## config.mk

```make
export PLATFORM = sky130hd
export DESIGN_NAME = device_info_rom_map
export DESIGN_NICKNAME = d
export VERILOG_FILES = /design/src/hdl/info_pkg.sv /design/src/hdl/device_info_rom_map.sv /design/src/hdl/factory_info_rom.sv /design/src/hdl/revision_word.sv
export SDC_FILE = /design/constraint.sdc
export NUM_CORES = 1
export LEC_CHECK = 0
export ABC_AREA = 1
export BUFFER_PORTS_ARGS = -buffer_cell sky130_fd_sc_hd__buf_2
export CELL_PAD_IN_SITES_DETAIL_PLACEMENT = 1
export CELL_PAD_IN_SITES_GLOBAL_PLACEMENT = 1
export CORE_MARGIN = 1.5
export CORE_UTILIZATION = 30
export DETAILED_ROUTE_END_ITERATION = 10
export GPL_TIMING_DRIVEN = 0
export HOLD_SLACK_MARGIN = 0.06
export PLACE_DENSITY = 0.7
export SYNTH_ARGS = -nofsm -noshare
export SYNTH_HDL_FRONTEND = slang
export SYNTH_SLANG_ARGS = --single-unit
```

## constraint.sdc

```tcl
create_clock -name pclk -period 1.6 [get_ports pclk]
set_input_delay 0.32 -clock pclk [delete_from_list [all_inputs] [get_ports pclk]]
set_output_delay 0.32 -clock pclk [all_outputs]
set_load 0.01 [all_outputs]
```

## src/hdl/info_pkg.sv

```systemverilog
// Constants and types for the factory information area and revision word.
// Assumes a 32-bit APB slave and word-granular read access.
package info_pkg;

  // ----------------------------------------
  // Program memory map
  // ----------------------------------------
  localparam logic [21:0] AREA_BASE = 22'h3F0000;
  localparam logic [21:0] AREA_LAST = 22'h3F003F;
  localparam int AREA_WORDS = 32;
  localparam logic [4:0] UID_FIRST = 5'h00;
  localparam logic [4:0] UID_LAST = 5'h05;
  localparam logic [4:0] CUID_FIRST = 5'h08;
  localparam logic [4:0] CUID_LAST = 5'h11;
  localparam logic [4:0] TEMP_LOW_IDX = 5'h13;
  localparam logic [4:0] TEMP_HIGH_IDX = 5'h16;
  localparam logic [4:0] CONV_REF_IDX = 5'h18;
  localparam logic [4:0] CMP_REF_IDX = 5'h1B;
  localparam logic [4:0] CMP_REF4_IDX = 5'h1D;
  localparam logic [15:0] RESERVED_WORD = 16'hFFFF;

  // ----------------------------------------
  // Revision word layout
  // ----------------------------------------
  localparam int FAMILY_LSB = 12;
  localparam int MAJOR_LSB = 6;
  localparam int MINOR_LSB = 0;
  localparam logic [3:0] FAMILY_PATTERN = 4'h5; // Arbitrary value

  // ----------------------------------------
  // APB register map
  // ----------------------------------------
  localparam logic [11:0] REVISION_OFF = 12'h000;
  localparam logic [11:0] INFO_ADDR_OFF = 12'h004;
  localparam logic [11:0] INFO_DATA_OFF = 12'h008;
  localparam logic [11:0] WINDOW_OFF = 12'h100;
  localparam logic [11:0] WINDOW_LAST = 12'h17C;
  localparam logic [21:0] INFO_ADDR_RESET = 22'h3F0000;

  typedef struct packed {
    logic [5:0] major_rev_code;
    logic [5:0] minor_rev_code;
  } revision_t;

  typedef struct packed {
    logic valid;
    logic [15:0] data;
  } info_read_t;

endpackage

```

## src/hdl/device_info_rom_map.sv

```systemverilog
// APB slave exposing the revision word and the factory information area.
// Assumes a single pclk domain; pslverr flags writes other than to the address pointer with pstrb[2:0] all set, unmapped reads, and data reads outside the area.
`timescale 1ns/100ps
module device_info_rom_map #(
  parameter logic [5:0] MAJOR_REV = 6'h11, // Arbitrary value
  parameter logic [5:0] MINOR_REV = 6'h07, // Arbitrary value
  parameter bit LOW_VOLTAGE = 1'b0
) (
  input wire logic pclk,
  input wire logic presetn,
  input wire logic psel,
  input wire logic penable,
  input wire logic pwrite,
  input wire logic [11:0] paddr,
  input wire logic [31:0] pwdata,
  input wire logic [3:0] pstrb,
  output logic [31:0] prdata,
  output logic pready,
  output logic pslverr
);
  // ----------------------------------------
  // Combinational sources
  // ----------------------------------------
  info_pkg::revision_t rev;
  logic [15:0] rev_word;
  logic [21:0] info_addr_reg, info_addr_next;
  logic [4:0] idx;
  info_pkg::info_read_t rom_rd;
  logic [31:0] prdata_reg, prdata_next;
  logic pready_reg, pready_next;
  logic pslverr_reg, pslverr_next;
  logic setup;
  logic in_area;

  assign rev.major_rev_code = MAJOR_REV;
  assign rev.minor_rev_code = MINOR_REV;

  revision_word u_rev (
    .rev(rev),
    .word(rev_word)
  );

  assign in_area = info_addr_reg >= info_pkg::AREA_BASE && info_addr_reg <= info_pkg::AREA_LAST;
  always_comb begin
    idx = info_addr_reg[5:1];
    if (psel && paddr >= info_pkg::WINDOW_OFF && paddr <= info_pkg::WINDOW_LAST) begin
      idx = paddr[6:2];
    end
  end

  factory_info_rom #(
    .LOW_VOLTAGE(LOW_VOLTAGE)
  ) u_rom (
    .idx(idx),
    .rd(rom_rd)
  );

  // ----------------------------------------
  // APB access
  // ----------------------------------------
  // No wait state: answer registered in setup, pready high in the first access cycle.
  assign setup = psel && !penable;
  always_comb begin
    info_addr_next = info_addr_reg;
    prdata_next = 32'h0000_0000;
    pready_next = 1'b0;
    pslverr_next = 1'b0;
    if (setup) begin
      pready_next = 1'b1;
      if (pwrite) begin
        // Only the address pointer is writable; area and revision ignore writes.
        if (paddr == info_pkg::INFO_ADDR_OFF && pstrb[2:0] == 3'h7) begin
          info_addr_next = pwdata[21:0];
        end else begin
          pslverr_next = 1'b1;
        end
      end else if (paddr == info_pkg::REVISION_OFF) begin
        prdata_next = {16'h0000, rev_word};
      end else if (paddr == info_pkg::INFO_ADDR_OFF) begin
        prdata_next = {10'h000, info_addr_reg};
      end else if (paddr == info_pkg::INFO_DATA_OFF) begin
        prdata_next = {15'h0000, rom_rd.valid && in_area, in_area ? rom_rd.data : 16'h0000};
        pslverr_next = !in_area;
      end else if (paddr >= info_pkg::WINDOW_OFF && paddr <= info_pkg::WINDOW_LAST && paddr[1:0] == 2'h0) begin
        prdata_next = {15'h0000, rom_rd.valid, rom_rd.data};
      end else begin
        pslverr_next = 1'b1;
      end
    end
  end

  always_ff @(posedge pclk or negedge presetn) begin
    if (!presetn) begin
      info_addr_reg <= info_pkg::INFO_ADDR_RESET;
      prdata_reg <= 32'h0000_0000;
      pready_reg <= 1'b0;
      pslverr_reg <= 1'b0;
    end else begin
      info_addr_reg <= info_addr_next;
      prdata_reg <= prdata_next;
      pready_reg <= pready_next;
      pslverr_reg <= pslverr_next;
    end
  end

  assign prdata = prdata_reg;
  assign pready = pready_reg;
  assign pslverr = pslverr_reg;
endmodule

```

## src/hdl/factory_info_rom.sv

```systemverilog
// Read-only image of the factory information area.
// Assumes word index from the program address, bits 5..1, or from paddr bits 6..2 for window reads.
`timescale 1ns/100ps
module factory_info_rom #(
  parameter logic [95:0] UNIQUE_ID = 96'h0123_4567_89AB_CDEF_0011_2233,
  parameter logic [159:0] CUSTOMER_ID = {10{16'hFFFF}},
  parameter logic [15:0] TEMP_LOW = 16'h0000,
  parameter logic [15:0] TEMP_HIGH = 16'h0000,
  parameter logic [47:0] CONV_REF = {16'd4096, 16'd2048, 16'd1024},
  parameter logic [47:0] CMP_REF = {16'd4096, 16'd2048, 16'd1024},
  parameter bit LOW_VOLTAGE = 1'b0
) (
  input wire logic [4:0] idx,
  output info_pkg::info_read_t rd
);
  // ----------------------------------------
  // Word lookup
  // ----------------------------------------
  // Pure lookup: no write path exists, so erase or modify is impossible.
  always_comb begin
    rd.valid = 1'b1;
    rd.data = info_pkg::RESERVED_WORD;
    if (idx <= info_pkg::UID_LAST) begin
      rd.data = UNIQUE_ID[16*idx[2:0] +: 16];
    end else if (idx >= info_pkg::CUID_FIRST && idx <= info_pkg::CUID_LAST) begin
      rd.data = CUSTOMER_ID[16*(idx - info_pkg::CUID_FIRST) +: 16];
    end else if (idx == info_pkg::TEMP_LOW_IDX) begin
      rd.data = TEMP_LOW;
    end else if (idx == info_pkg::TEMP_HIGH_IDX) begin
      rd.data = TEMP_HIGH;
    end else if (idx >= info_pkg::CONV_REF_IDX && idx < info_pkg::CMP_REF_IDX) begin
      rd.data = CONV_REF[16*(idx - info_pkg::CONV_REF_IDX) +: 16];
    end else if (idx == info_pkg::CMP_REF4_IDX && LOW_VOLTAGE) begin
      rd.valid = 1'b0;
    end else if (idx >= info_pkg::CMP_REF_IDX && idx <= info_pkg::CMP_REF4_IDX) begin
      rd.data = CMP_REF[16*(idx - info_pkg::CMP_REF_IDX) +: 16];
    end else begin
      rd.valid = 1'b0;
    end
  end
endmodule

```

## src/hdl/revision_word.sv

```systemverilog
// Builds the 16-bit revision word from the revision codes.
// Assumes codes are static for the life of the part.
`timescale 1ns/100ps
module revision_word (
  input wire info_pkg::revision_t rev,
  output logic [15:0] word
);
  assign word = {info_pkg::FAMILY_PATTERN, rev.major_rev_code, rev.minor_rev_code};
endmodule

```

==> flow_metrics.tcl, run 1 <==
set metrics [dict create \
    layoutNonFillerInstCount 561 \
    crit_type "input pin to flip-flop" \
    htreeDepth 2 \
    cp_cell_sequence "buf_8 -> clkinv_8 -> nand2_4 -> nor2_4 -> nand2_2 -> nand2_4 -> buf_6 -> nand4_1 -> nand2_8 -> ha_4 -> inv_2 -> nand2_4 -> nand3_4 -> buf_4 -> nor2_4 -> nand2_2 -> nand2_1 -> nand2_1 -> nand2_1 -> nand2_1 -> nand2_2 -> a21oi_2" \
    yosys_warnings 0 \
    grt.total_usage_pct 17.99 \
    p_sw_uw 594.1 \
    clk_latency_ns 0.31 \
    critical_path.max_fanout 4 \
    power_frac_comb_pct 13.2 \
    syn_area_sq_um 2820 \
    max_freq_mhz 444.9 \
    post_drt_wl_per_cell_um 15.62 \
    die_h_um 99.96 \
    dr_wl_met3_um 267 \
    final_max_slew_viol_count 0 \
    cts_sinks 46 \
    critical_path.most_common_cell "nand2_1" \
    ys_types 38 \
    synth_ff_type "dfrtp_1" \
    worstHoldPathType "input pin to async pin" \
    cp-start-kind "input pin" \
    p_leak_nw 2.190 \
    hold_ws_ns 0.1698 \
    post-route-period-util_pct 140.5 \
    min_period_ns 2.248 \
    cp_data_arrival_time_ns 2.43 \
    clock_skew_ns 0.006052 \
    synthTopCellsByCount "nand2_1, dfrtp_1, nor2_1" \
    cpPeakStageDelay_ns 0.25 \
    grt_remaining_overflow 0 \
    grt_pass1_vias 2829 \
    setup.worst_path.end_class "flip-flop" \
    swShare_pct 23.06 \
    dpl.cell_count 516 \
    syn_area_per_cell_sq_um 8.520 \
    slew_headroom_pct 33.82 \
    p_int_mw 1.982 \
    synth_cells 331 \
    yosys.area.top_type "dfrtp_1" \
    die_area_sq_um 9991 \
    synth_most_common_cell "nand2_1" \
    clkPwrFrac_pct 41.5 \
    num_rows 35 \
    antenna_cells 0 \
    worst_slew_pin_slew_ns 0.9928 \
    numCtsBuffers 5 \
    viasPerCell 4.790 \
    rsz0062_at_grt "true" \
    maxUsedRoutingLayer "met4" \
    grt_antenna_before_repair 0 \
    crit_buf_inv 5 \
    start_util_pct 30.67 \
    root_buffer "clkbuf_8" \
    dp_hpwl_mm 5.996 \
    synth.yosys.seq_area_share_pct 41.08 \
    seqPwrFrac_pct 45.3 \
    ys_ff_latch 46 \
    grt_max_degree 47 \
    via_count 2687 \
    synth.area.top_cells "dfrtp_1, nand2_1, dfstp_2, mux2_2, nor2_1" \
    p_per_area_nw_per_um2 595.9 \
    fin_tns_setup_ns -15.41 \
    drtIter0Drc 75 \
    clk_pin_slew_worst_paths_ns 0.09 \
    wl_mm 8.761 \
    wl_met2_mm 4.589 \
    io_buffer_count 65 \
    hold_viol 0 \
    place_congestion 0.8084 \
    cts_tree "done" \
    drc 0 \
    synth_edf_count 0 \
    cpMaxStageDelayCell "nand4_1" \
    ir_drop_uv 306.7 \
    cap_violations 0 \
    setup_viol 40 \
    grt_pass1_wl_mm 14.15 \
    drive_above_1_share_pct 59.78 \
    layout_setup_ws_ns -0.6477 \
    outcome "finished with violations" \
    drtPass1Iterations 4 \
    syn_to_final_growth_pct 53.28 \
    ioPinCount 87 \
    fin_nets 510 \
    synth_top_cell_area_share_pct 35.49 \
    core_area_sq_um 9196 \
    chipWidth_um 99.96 \
    cts_buffer_depth 2 \
    drt-met1-wl_mm 3.794 \
    violations "negative setup slack" \
    worst_path_dominant_cell_family "simple AND/OR/NAND/NOR gates" \
    ant_nets 0 \
    async_flop_share_pct 100.0 \
    critPathRequiredTime_ns 1.78 \
]
## metrics by stage
| stage | util [%] | worst slack [ns] | power [mW] | area [sq um] |
|---|---|---|---|---|
| 2_1_floorplan | - | -0.6334 | 1.331 | 3005 |
| 3_3_place_gp | 37.73 | -1.030 | 1.440 | 3470 |
| 3_5_place_dp | 37.73 | -1.116 | 1.444 | 3470 |
| 4_1_cts | 43.51 | -0.5904 | 2.562 | 4001 |
| 5_1_grt | 47.01 | -0.7824 | 2.690 | 4323 |
| 6_report | 47.01 | -0.6477 | 2.576 | 4323 |
## final cells by class
cell class                 count  area, sq um
buffer                        17        158.9
clock buffer                   6        82.58
clock inverter                 2        60.06
fill                        1080         4873
inverter                      34        165.2
multi-input combinational    243         1868
sequential                    46         1159
tap                          111        138.9
timing repair buffer         102        690.7
## routing by layer
metal  up-vias  track usage, %
met5         -               0
met4         0           3.250
met3        10           3.552
met2        53           31.34
met1      1327           23.36
li1       1297               -
## power groups by stage
stage | Sequential (mW) | Combinational (mW) | Clock (mW)
finish | 1.17 | 0.339 | 1.07
global route | 1.17 | 0.372 | 1.15
CTS | 1.17 | 0.308 | 1.09
detailed placement | 1.19 | 0.255 | 0
global placement | 1.19 | 0.250 | 0
floorplan | 1.19 | 0.139 | 0
## logic make-up after synthesis
group	Yosys count	synth area share, %
fa+ha+maj	8	3.549
mux	15	5.945
flops	46	41.08
buf+inv	51	9.095
other cells	1	0.1330
simple gates	166	31.10
compound gates	44	9.095
## worst paths after layout
kind / start / to / slack, ns / cells past startpoint
max in group asynchronous: presetn / pready / 0.81 / 1
max: paddr[9] / prdata[10] / -0.65 / 22
min: presetn / prdata[13] / 0.17 / 1
min in group pclk: penable / pready / 0.23 / 2
max reg2reg: info_addr_reg[15] / prdata[9] / -0.50 / 11
min reg2reg: info_addr_reg[21] / info_addr_reg[21] / 0.51 / 2
## layout by cell type, fill, tap and decap left out, types with 7 or more instances in the layout
cell type,Yosys,layout
nor2_4,4,12
dfrtp_1,40,40
nor2_2,5,10
buf_4,10,44
nand3_1,15,8
nor3_1,9,7
nand3_2,3,8
a21oi_1,23,11
nand2_2,11,23
nor2_1,34,21
clkbuf_8,0,9
mux2_2,14,14
conb_1,1,10
o21ai_0,14,12
a21oi_2,1,13
nand2_1,57,34
buf_6,1,9
buf_2,0,58
inv_2,2,7
nand4_1,9,9
nand2_4,10,19
inv_1,29,20
## worst reg2reg max path: cells and delay by family (launching register included)
kind | cells | cell delay (ns)
and+or+nand+nor | 9 | 1.28
DFF | 1 | 0.41
AOI/OAI and AO/OA | 1 | 0.20
buffers and inverters | 1 | 0.13
## timing repair
action	in CTS	in global routing
hold buffers	0	0
cloned	1	0
pin swaps	36	24
buffers inserted	20	16
setup endpoints to repair	45	45
resized for setup	60	47
Power figures use the tool's default switching activity.
==> inputs of run 2 (changes only) <==
CORE_UTILIZATION = 34   (was 30)
GPL_TIMING_DRIVEN = not set   (was 0)
PLACE_DENSITY = 0.78   (was 0.7)
==> flow_metrics.tcl, run 2 (synthesized netlist as in run 1, its figures left out) <==
set metrics [dict create \
    grt_pass1_wl_mm 20.47 \
    drtIter0Drc 229 \
    antenna_cells 0 \
    drc 0 \
    root_buffer "clkbuf_8" \
    violations "negative setup slack" \
    die_area_sq_um 8850 \
    io_buffer_count 65 \
    layout_common_cells "buf_4, buf_2, dfrtp_1" \
    r2r_cells 12 \
    outcome "finished with violations" \
    cts_tree "done" \
    grt_antenna_before_repair 0 \
    fin_util_pct 63.96 \
    p_leak_nw 2.599 \
    r2r_start "info_addr_reg[2]" \
    chipWidth_um 94.08 \
    dp_worst_setup_slack_ns -1.043 \
    place_congestion 0.8837 \
    grt.total_usage_pct 31.79 \
    drive_above_1_share_pct 70.13 \
    dpl.cell_count 576 \
    slew_headroom_pct 67.02 \
    clock_skew_ns 0.01395 \
    post_drt_wl_per_cell_um 26.58 \
    grt_max_degree 16 \
    p_per_area_nw_per_um2 530.0 \
    num_rows 33 \
    clk_latency_ns 0.33 \
    cp-endpoint "prdata[4]" \
    clk_pin_slew_worst_paths_ns 0.10 \
    layout_setup_ws_ns -0.9779 \
    max_freq_mhz 387.9 \
    setup_viol 45 \
    dp_hpwl_mm 7.215 \
    ant_nets 0 \
    fin_nets 579 \
    drtPass1Iterations 6 \
    hold_viol 0 \
    cts_buffer_depth 2 \
    core_area_sq_um 8134 \
    cts_sinks 46 \
    layoutNonFillerInstCount 624 \
    cp-start-kind "input pin" \
    cp_data_arrival_time_ns 2.83 \
    reg2reg_setup_slack_ns -0.70 \
    htreeDepth 2 \
    grt_pass1_vias 3550 \
    post-route-period-util_pct 161.1 \
    syn_to_final_growth_pct 84.47 \
    total_power_mw 2.757 \
    rsz0062_at_grt "true" \
    ioPinCount 87 \
    final_max_slew_viol_count 0 \
    cap_violations 0 \
    critPathRequiredTime_ns 1.85 \
    crit_type "input pin to flip-flop" \
    min_period_ns 2.578 \
    wl_mm 16.58 \
    numCtsBuffers 5 \
    worstHoldPathType "input pin to flip-flop" \
    final_common_cell "buf_4" \
    viasPerCell 5.617 \
    start_util_pct 34.67 \
    crit_start "paddr[9]" \
    setup.worst_path.end_class "flip-flop" \
    ir_drop_uv 432.9 \
    die_h_um 94.08 \
    critical_path.max_fanout 5 \
    grt_remaining_overflow 0 \
    worst_slew_pin_slew_ns 0.4896 \
    via_count 3505 \
    r2r_end "prdata[10]" \
]
-- run 2: changes by cell type in the layout (fill, tap and decap cells not counted), moves of 4 or more --
cell     change
buf_6       +13
a21oi_1      -9
buf_8        +4
nor3_1       -5
nor2_4       +8
nor3_4       +6
nand2_4      +5
nor2_1       -8
a21oi_4      +6
buf_4       +49
-- run 2: repair_timing --
action / CTS / global route
setup endpoints to repair: 45 / 45
buffers inserted: 17 / 25
hold buffers: 1 / 0
pin swaps: 41 / 29
cloned: 4 / 0
hold endpoints to repair: 11 / 0
resized for setup: 104 / 82
-- run 2: worst min-delay path by stage --
stage / endpoint / cells past startpoint / slack (ns) / from
global placement: prdata[9] / 1 / 0.23 / presetn
CTS: info_addr_reg[9] / 2 / 0.24 / pwdata[9]
finish: pready / 2 / 0.19 / penable
global route: pready / 2 / 0.19 / penable
floorplan: info_addr_reg[0] / 0 / 0.02 / presetn
detailed placement: prdata[9] / 1 / 0.24 / presetn
-- run 2: per-layer routing --
| layer | vias up | GRT usage [%] | part of all wire (%) |
|---|---|---|---|
| li1 | 1439 | - | - |
| met1 | 1722 | 36.37 | 37 |
| met2 | 238 | 55.01 | 50 |
| met3 | 106 | 5.097 | 6.2 |
| met4 | 0 | 19.90 | 7.7 |
| met5 | - | 0 | 0 |
-- run 2: through the flow --
| stage | setup TNS [ns] | cell area (sq um) | hold slack [ns] |
|---|---|---|---|
| 2_1_floorplan | -10.32 | 3005 | 0.02441 |
| 6_report | -22.64 | 5202 | 0.1946 |
| 5_1_grt | -25.19 | 5202 | 0.1882 |
| 3_3_place_gp | -28.58 | 3953 | 0.2289 |
| 3_5_place_dp | -31.88 | 3953 | 0.2441 |
| 4_1_cts | -12.02 | 4731 | 0.2425 |
-- run 2: power breakdown --
group / leakage [nW] / switching (mW) / total [mW] / internal (mW)
clock network: 0.0714 / 0.486 / 1.15 / 0.668
logic: 1.92 / 0.257 / 0.435 / 0.178
registers: 0.604 / 0.00135 / 1.17 / 1.17
-- run 2: layout make-up --
type / instances / area (sq um)
Clock buffer: 6 / 82.58
Sequential cell: 46 / 1159
Timing Repair Buffer: 187 / 1450
Fill cell: 878 / 2932
Tap cell: 105 / 131.4
Clock inverter: 2 / 60.06
Inverter: 34 / 161.4
Multi-Input combinational cell: 244 / 2158
-- run 2: worst max-delay path: stages --
cell,delay [ns]
buf_8,0.11
inv_8,0.05
nand2_4,0.04
nor2_4,0.15
nand2_2,0.09
nand2_4,0.11
buf_6,0.12
nand4_1,0.24
nand2_4,0.19
ha_4,0.18
inv_2,0.06
nand2_4,0.10
nand3_4,0.09
nand2_2,0.09
nand2_4,0.06
inv_4,0.05
nand2_2,0.06
nand2_2,0.11
nand2_4,0.07
nand2_8,0.11
buf_6,0.11
nand3_2,0.09
a21oi_2,0.19
==> inputs of run 3 (changes only) <==
ABC_AREA = not set   (was 1)
CORE_UTILIZATION = 36   (was 34)
MAX_ROUTING_LAYER = met4   (was not set)
==> flow_metrics.tcl, run 3 <==
set metrics [dict create \
    syn_area_per_cell_sq_um 10.87 \
    layoutNonFillerInstCount 527 \
    ys_types 58 \
    cts_tree "done" \
    cap_violations 0 \
    critical_path.max_fanout 6 \
    cts_buffer_depth 2 \
    clk_pin_slew_worst_paths_ns 0.10 \
    yosys.area.top_type "dfrtp_1" \
    ir_drop_uv 329.6 \
    htreeDepth 2 \
    slew_headroom_pct 63.72 \
    layout_setup_ws_ns -1.456 \
    wl_mm 11.93 \
    yosys_warnings 0 \
    synth-compound-area-share_pct 17.12 \
    rsz0062_at_grt "true" \
    fin_nets 485 \
    worst_slew_pin_slew_ns 0.5385 \
    final_common_cell "buf_4" \
    chipWidth_um 92.78 \
    p_leak_nw 2.207 \
    grt_remaining_overflow 0 \
    die_area_sq_um 8607 \
    cp-start-kind "input pin" \
    io_buffer_count 65 \
    synth_top_family_by_area "compound AO/OA/AOI/OAI gates" \
    drive_above_1_share_pct 60.71 \
    synthTopCellsByCount "dfrtp_1, nand2_1, nor2_1" \
    drc 0 \
    place_congestion 0.9238 \
    synth_cells 267 \
    dpl.cell_count 493 \
    synth-xor-area-share_pct 1.207 \
    grt.total_usage_pct 28.31 \
    post-route-period-util_pct 191.0 \
    fin_tns_setup_ns -53.10 \
    antenna_cells 0 \
    synth-simple-area-share_pct 16.04 \
    drtIter0Drc 181 \
    cts_sinks 46 \
    p_per_area_nw_per_um2 491.7 \
    viasPerCell 5.398 \
    start_util_pct 37.36 \
    grt_antenna_before_repair 0 \
    synth.area.mux_share_pct 16.26 \
    synth_top_cell_area_share_pct 34.50 \
    core_area_sq_um 7767 \
    cp_data_arrival_time_ns 3.26 \
    grt_max_degree 47 \
    numCtsBuffers 5 \
    ant_nets 0 \
    hold_viol 0 \
    violations "negative setup slack" \
    setup.worst_path.end_class "flip-flop" \
    synth.yosys.seq_area_share_pct 39.93 \
    post_drt_wl_per_cell_um 22.64 \
    synth_edf_count 0 \
    clock_skew_ns 0.008743 \
    async_flop_share_pct 100.0 \
    setup_viol 45 \
    worstHoldPathType "input pin to flip-flop" \
    final_max_slew_viol_count 0 \
    critPathRequiredTime_ns 1.81 \
    dp_hpwl_mm 7.158 \
    grt_pass1_vias 3076 \
    min_period_ns 3.056 \
    fill_cells 862 \
    num_rows 32 \
    grt_pass1_wl_mm 17.66 \
    ioPinCount 87 \
    syn_to_final_growth_pct 56.06 \
    root_buffer "clkbuf_8" \
    outcome "finished with violations" \
    crit_type "input pin to flip-flop" \
    drtPass1Iterations 4 \
    max_freq_mhz 327.2 \
    clk_latency_ns 0.31 \
    syn_area_sq_um 2902 \
    synth.area.top_cells "dfrtp_1, mux2_4, dfstp_2, ha_1, mux2_2" \
    synth_ff_type "dfrtp_1" \
    synthAdderAreaFrac_pct 3.450 \
    total_power_mw 2.226 \
    synth_most_common_cell "dfrtp_1" \
    via_count 2845 \
    layout_common_cells "buf_4, buf_2, dfrtp_1" \
    die_h_um 92.78 \
    ys_ff_latch 46 \
]
run 3: cell count changes after synthesis, sizes merged, moves of 6 or more:
cell   delta
o21ai     -7
a21oi    -16
and2      +6
nor3      -6
nor2     -20
nor2b    +11
inv      -26
nand3    -15
mux2i     +6
nand2    -55
mux2     +15
run 3: path summary, 6_finish.rpt:
check                                 start                 to  slack, ns  cells past startpoint
setup reg to reg           info_addr_reg[4]          prdata[8]      -0.75                     10
max in group asynchronous           presetn  info_addr_reg[17]       0.78                      3
min in group asynchronous           presetn  info_addr_reg[12]       0.53                      3
hold / removal                      penable             pready       0.20                      2
hold reg to reg            info_addr_reg[0]   info_addr_reg[0]       0.54                      1
setup / recovery                   paddr[9]          prdata[8]      -1.46                     14
run 3: cells by family after synthesis:
| logic type | Yosys count |
|---|---|
| buf+inv | 28 |
| other cells | 1 |
| mux | 36 |
| simple gates | 88 |
| xor+xnor | 4 |
| fa+ha+maj | 8 |
| flops | 46 |
| compound gates | 56 |
run 3: through the flow:
step	util, %	area [sq um]	hold WS, ns	setup slack [ns]
after floorplan	-	3062	0.02441	-1.645
after global placement	50.43	3918	0.3164	-1.603
after detailed placement	50.43	3918	0.3230	-1.751
after CTS	56.51	4389	0.1989	-1.319
after global routing	58.30	4528	0.2024	-1.534
final	58.30	4528	0.1955	-1.456
run 3: layout make-up:
cell class,instances,area [sq um],share of cell area (%)
Sequential cell,46,1159,25.59
Clock inverter,3,21.27,0.4697
Tap cell,102,127.6,2.818
Multi-Input combinational cell,202,1904,42.06
Inverter,6,32.53,0.7184
Timing Repair Buffer,163,1215,26.83
Clock buffer,5,68.82,1.520
run 3: critical path, cell delays in order:
cell and delay [ns]:
buf_6 0.10, or3_1 0.36, a221o_1 0.32, a21oi_4 0.25
mux2_4 0.36, inv_6 0.08, ha_4 0.13, o31ai_2 0.05
mux2_4 0.30, a32oi_4 0.26, o41ai_4 0.12, a21oi_4 0.29
nor2_4 0.10, a22o_1 0.21
run 3: layer usage:
| layer | GRT usage (%) | part of all wire, % | vias up |
|---|---|---|---|
| met5 | - | 0 | - |
| met4 | 10.86 | 3.2 | 0 |
| met3 | 4.187 | 4.3 | 31 |
| met2 | 48.48 | 51 | 116 |
| met1 | 33.51 | 41 | 1436 |
| li1 | - | - | 1262 |
run 3: where the power goes:
group / internal (mW) / switching, mW / leakage (nW)
clock network: 0.308 / 0.424 / 0.0441
logic: 0.149 / 0.179 / 1.54
registers: 1.17 / 0.000992 / 0.619
run 3: what timing repair did:
action,4_1_cts,5_1_grt
pin swaps,19,18
hold buffers,1,0
resized for setup,40,20
setup buffers,15,9
endpoints found under the hold margin,40,0
setup endpoints to repair,45,45
gates cloned,3,0
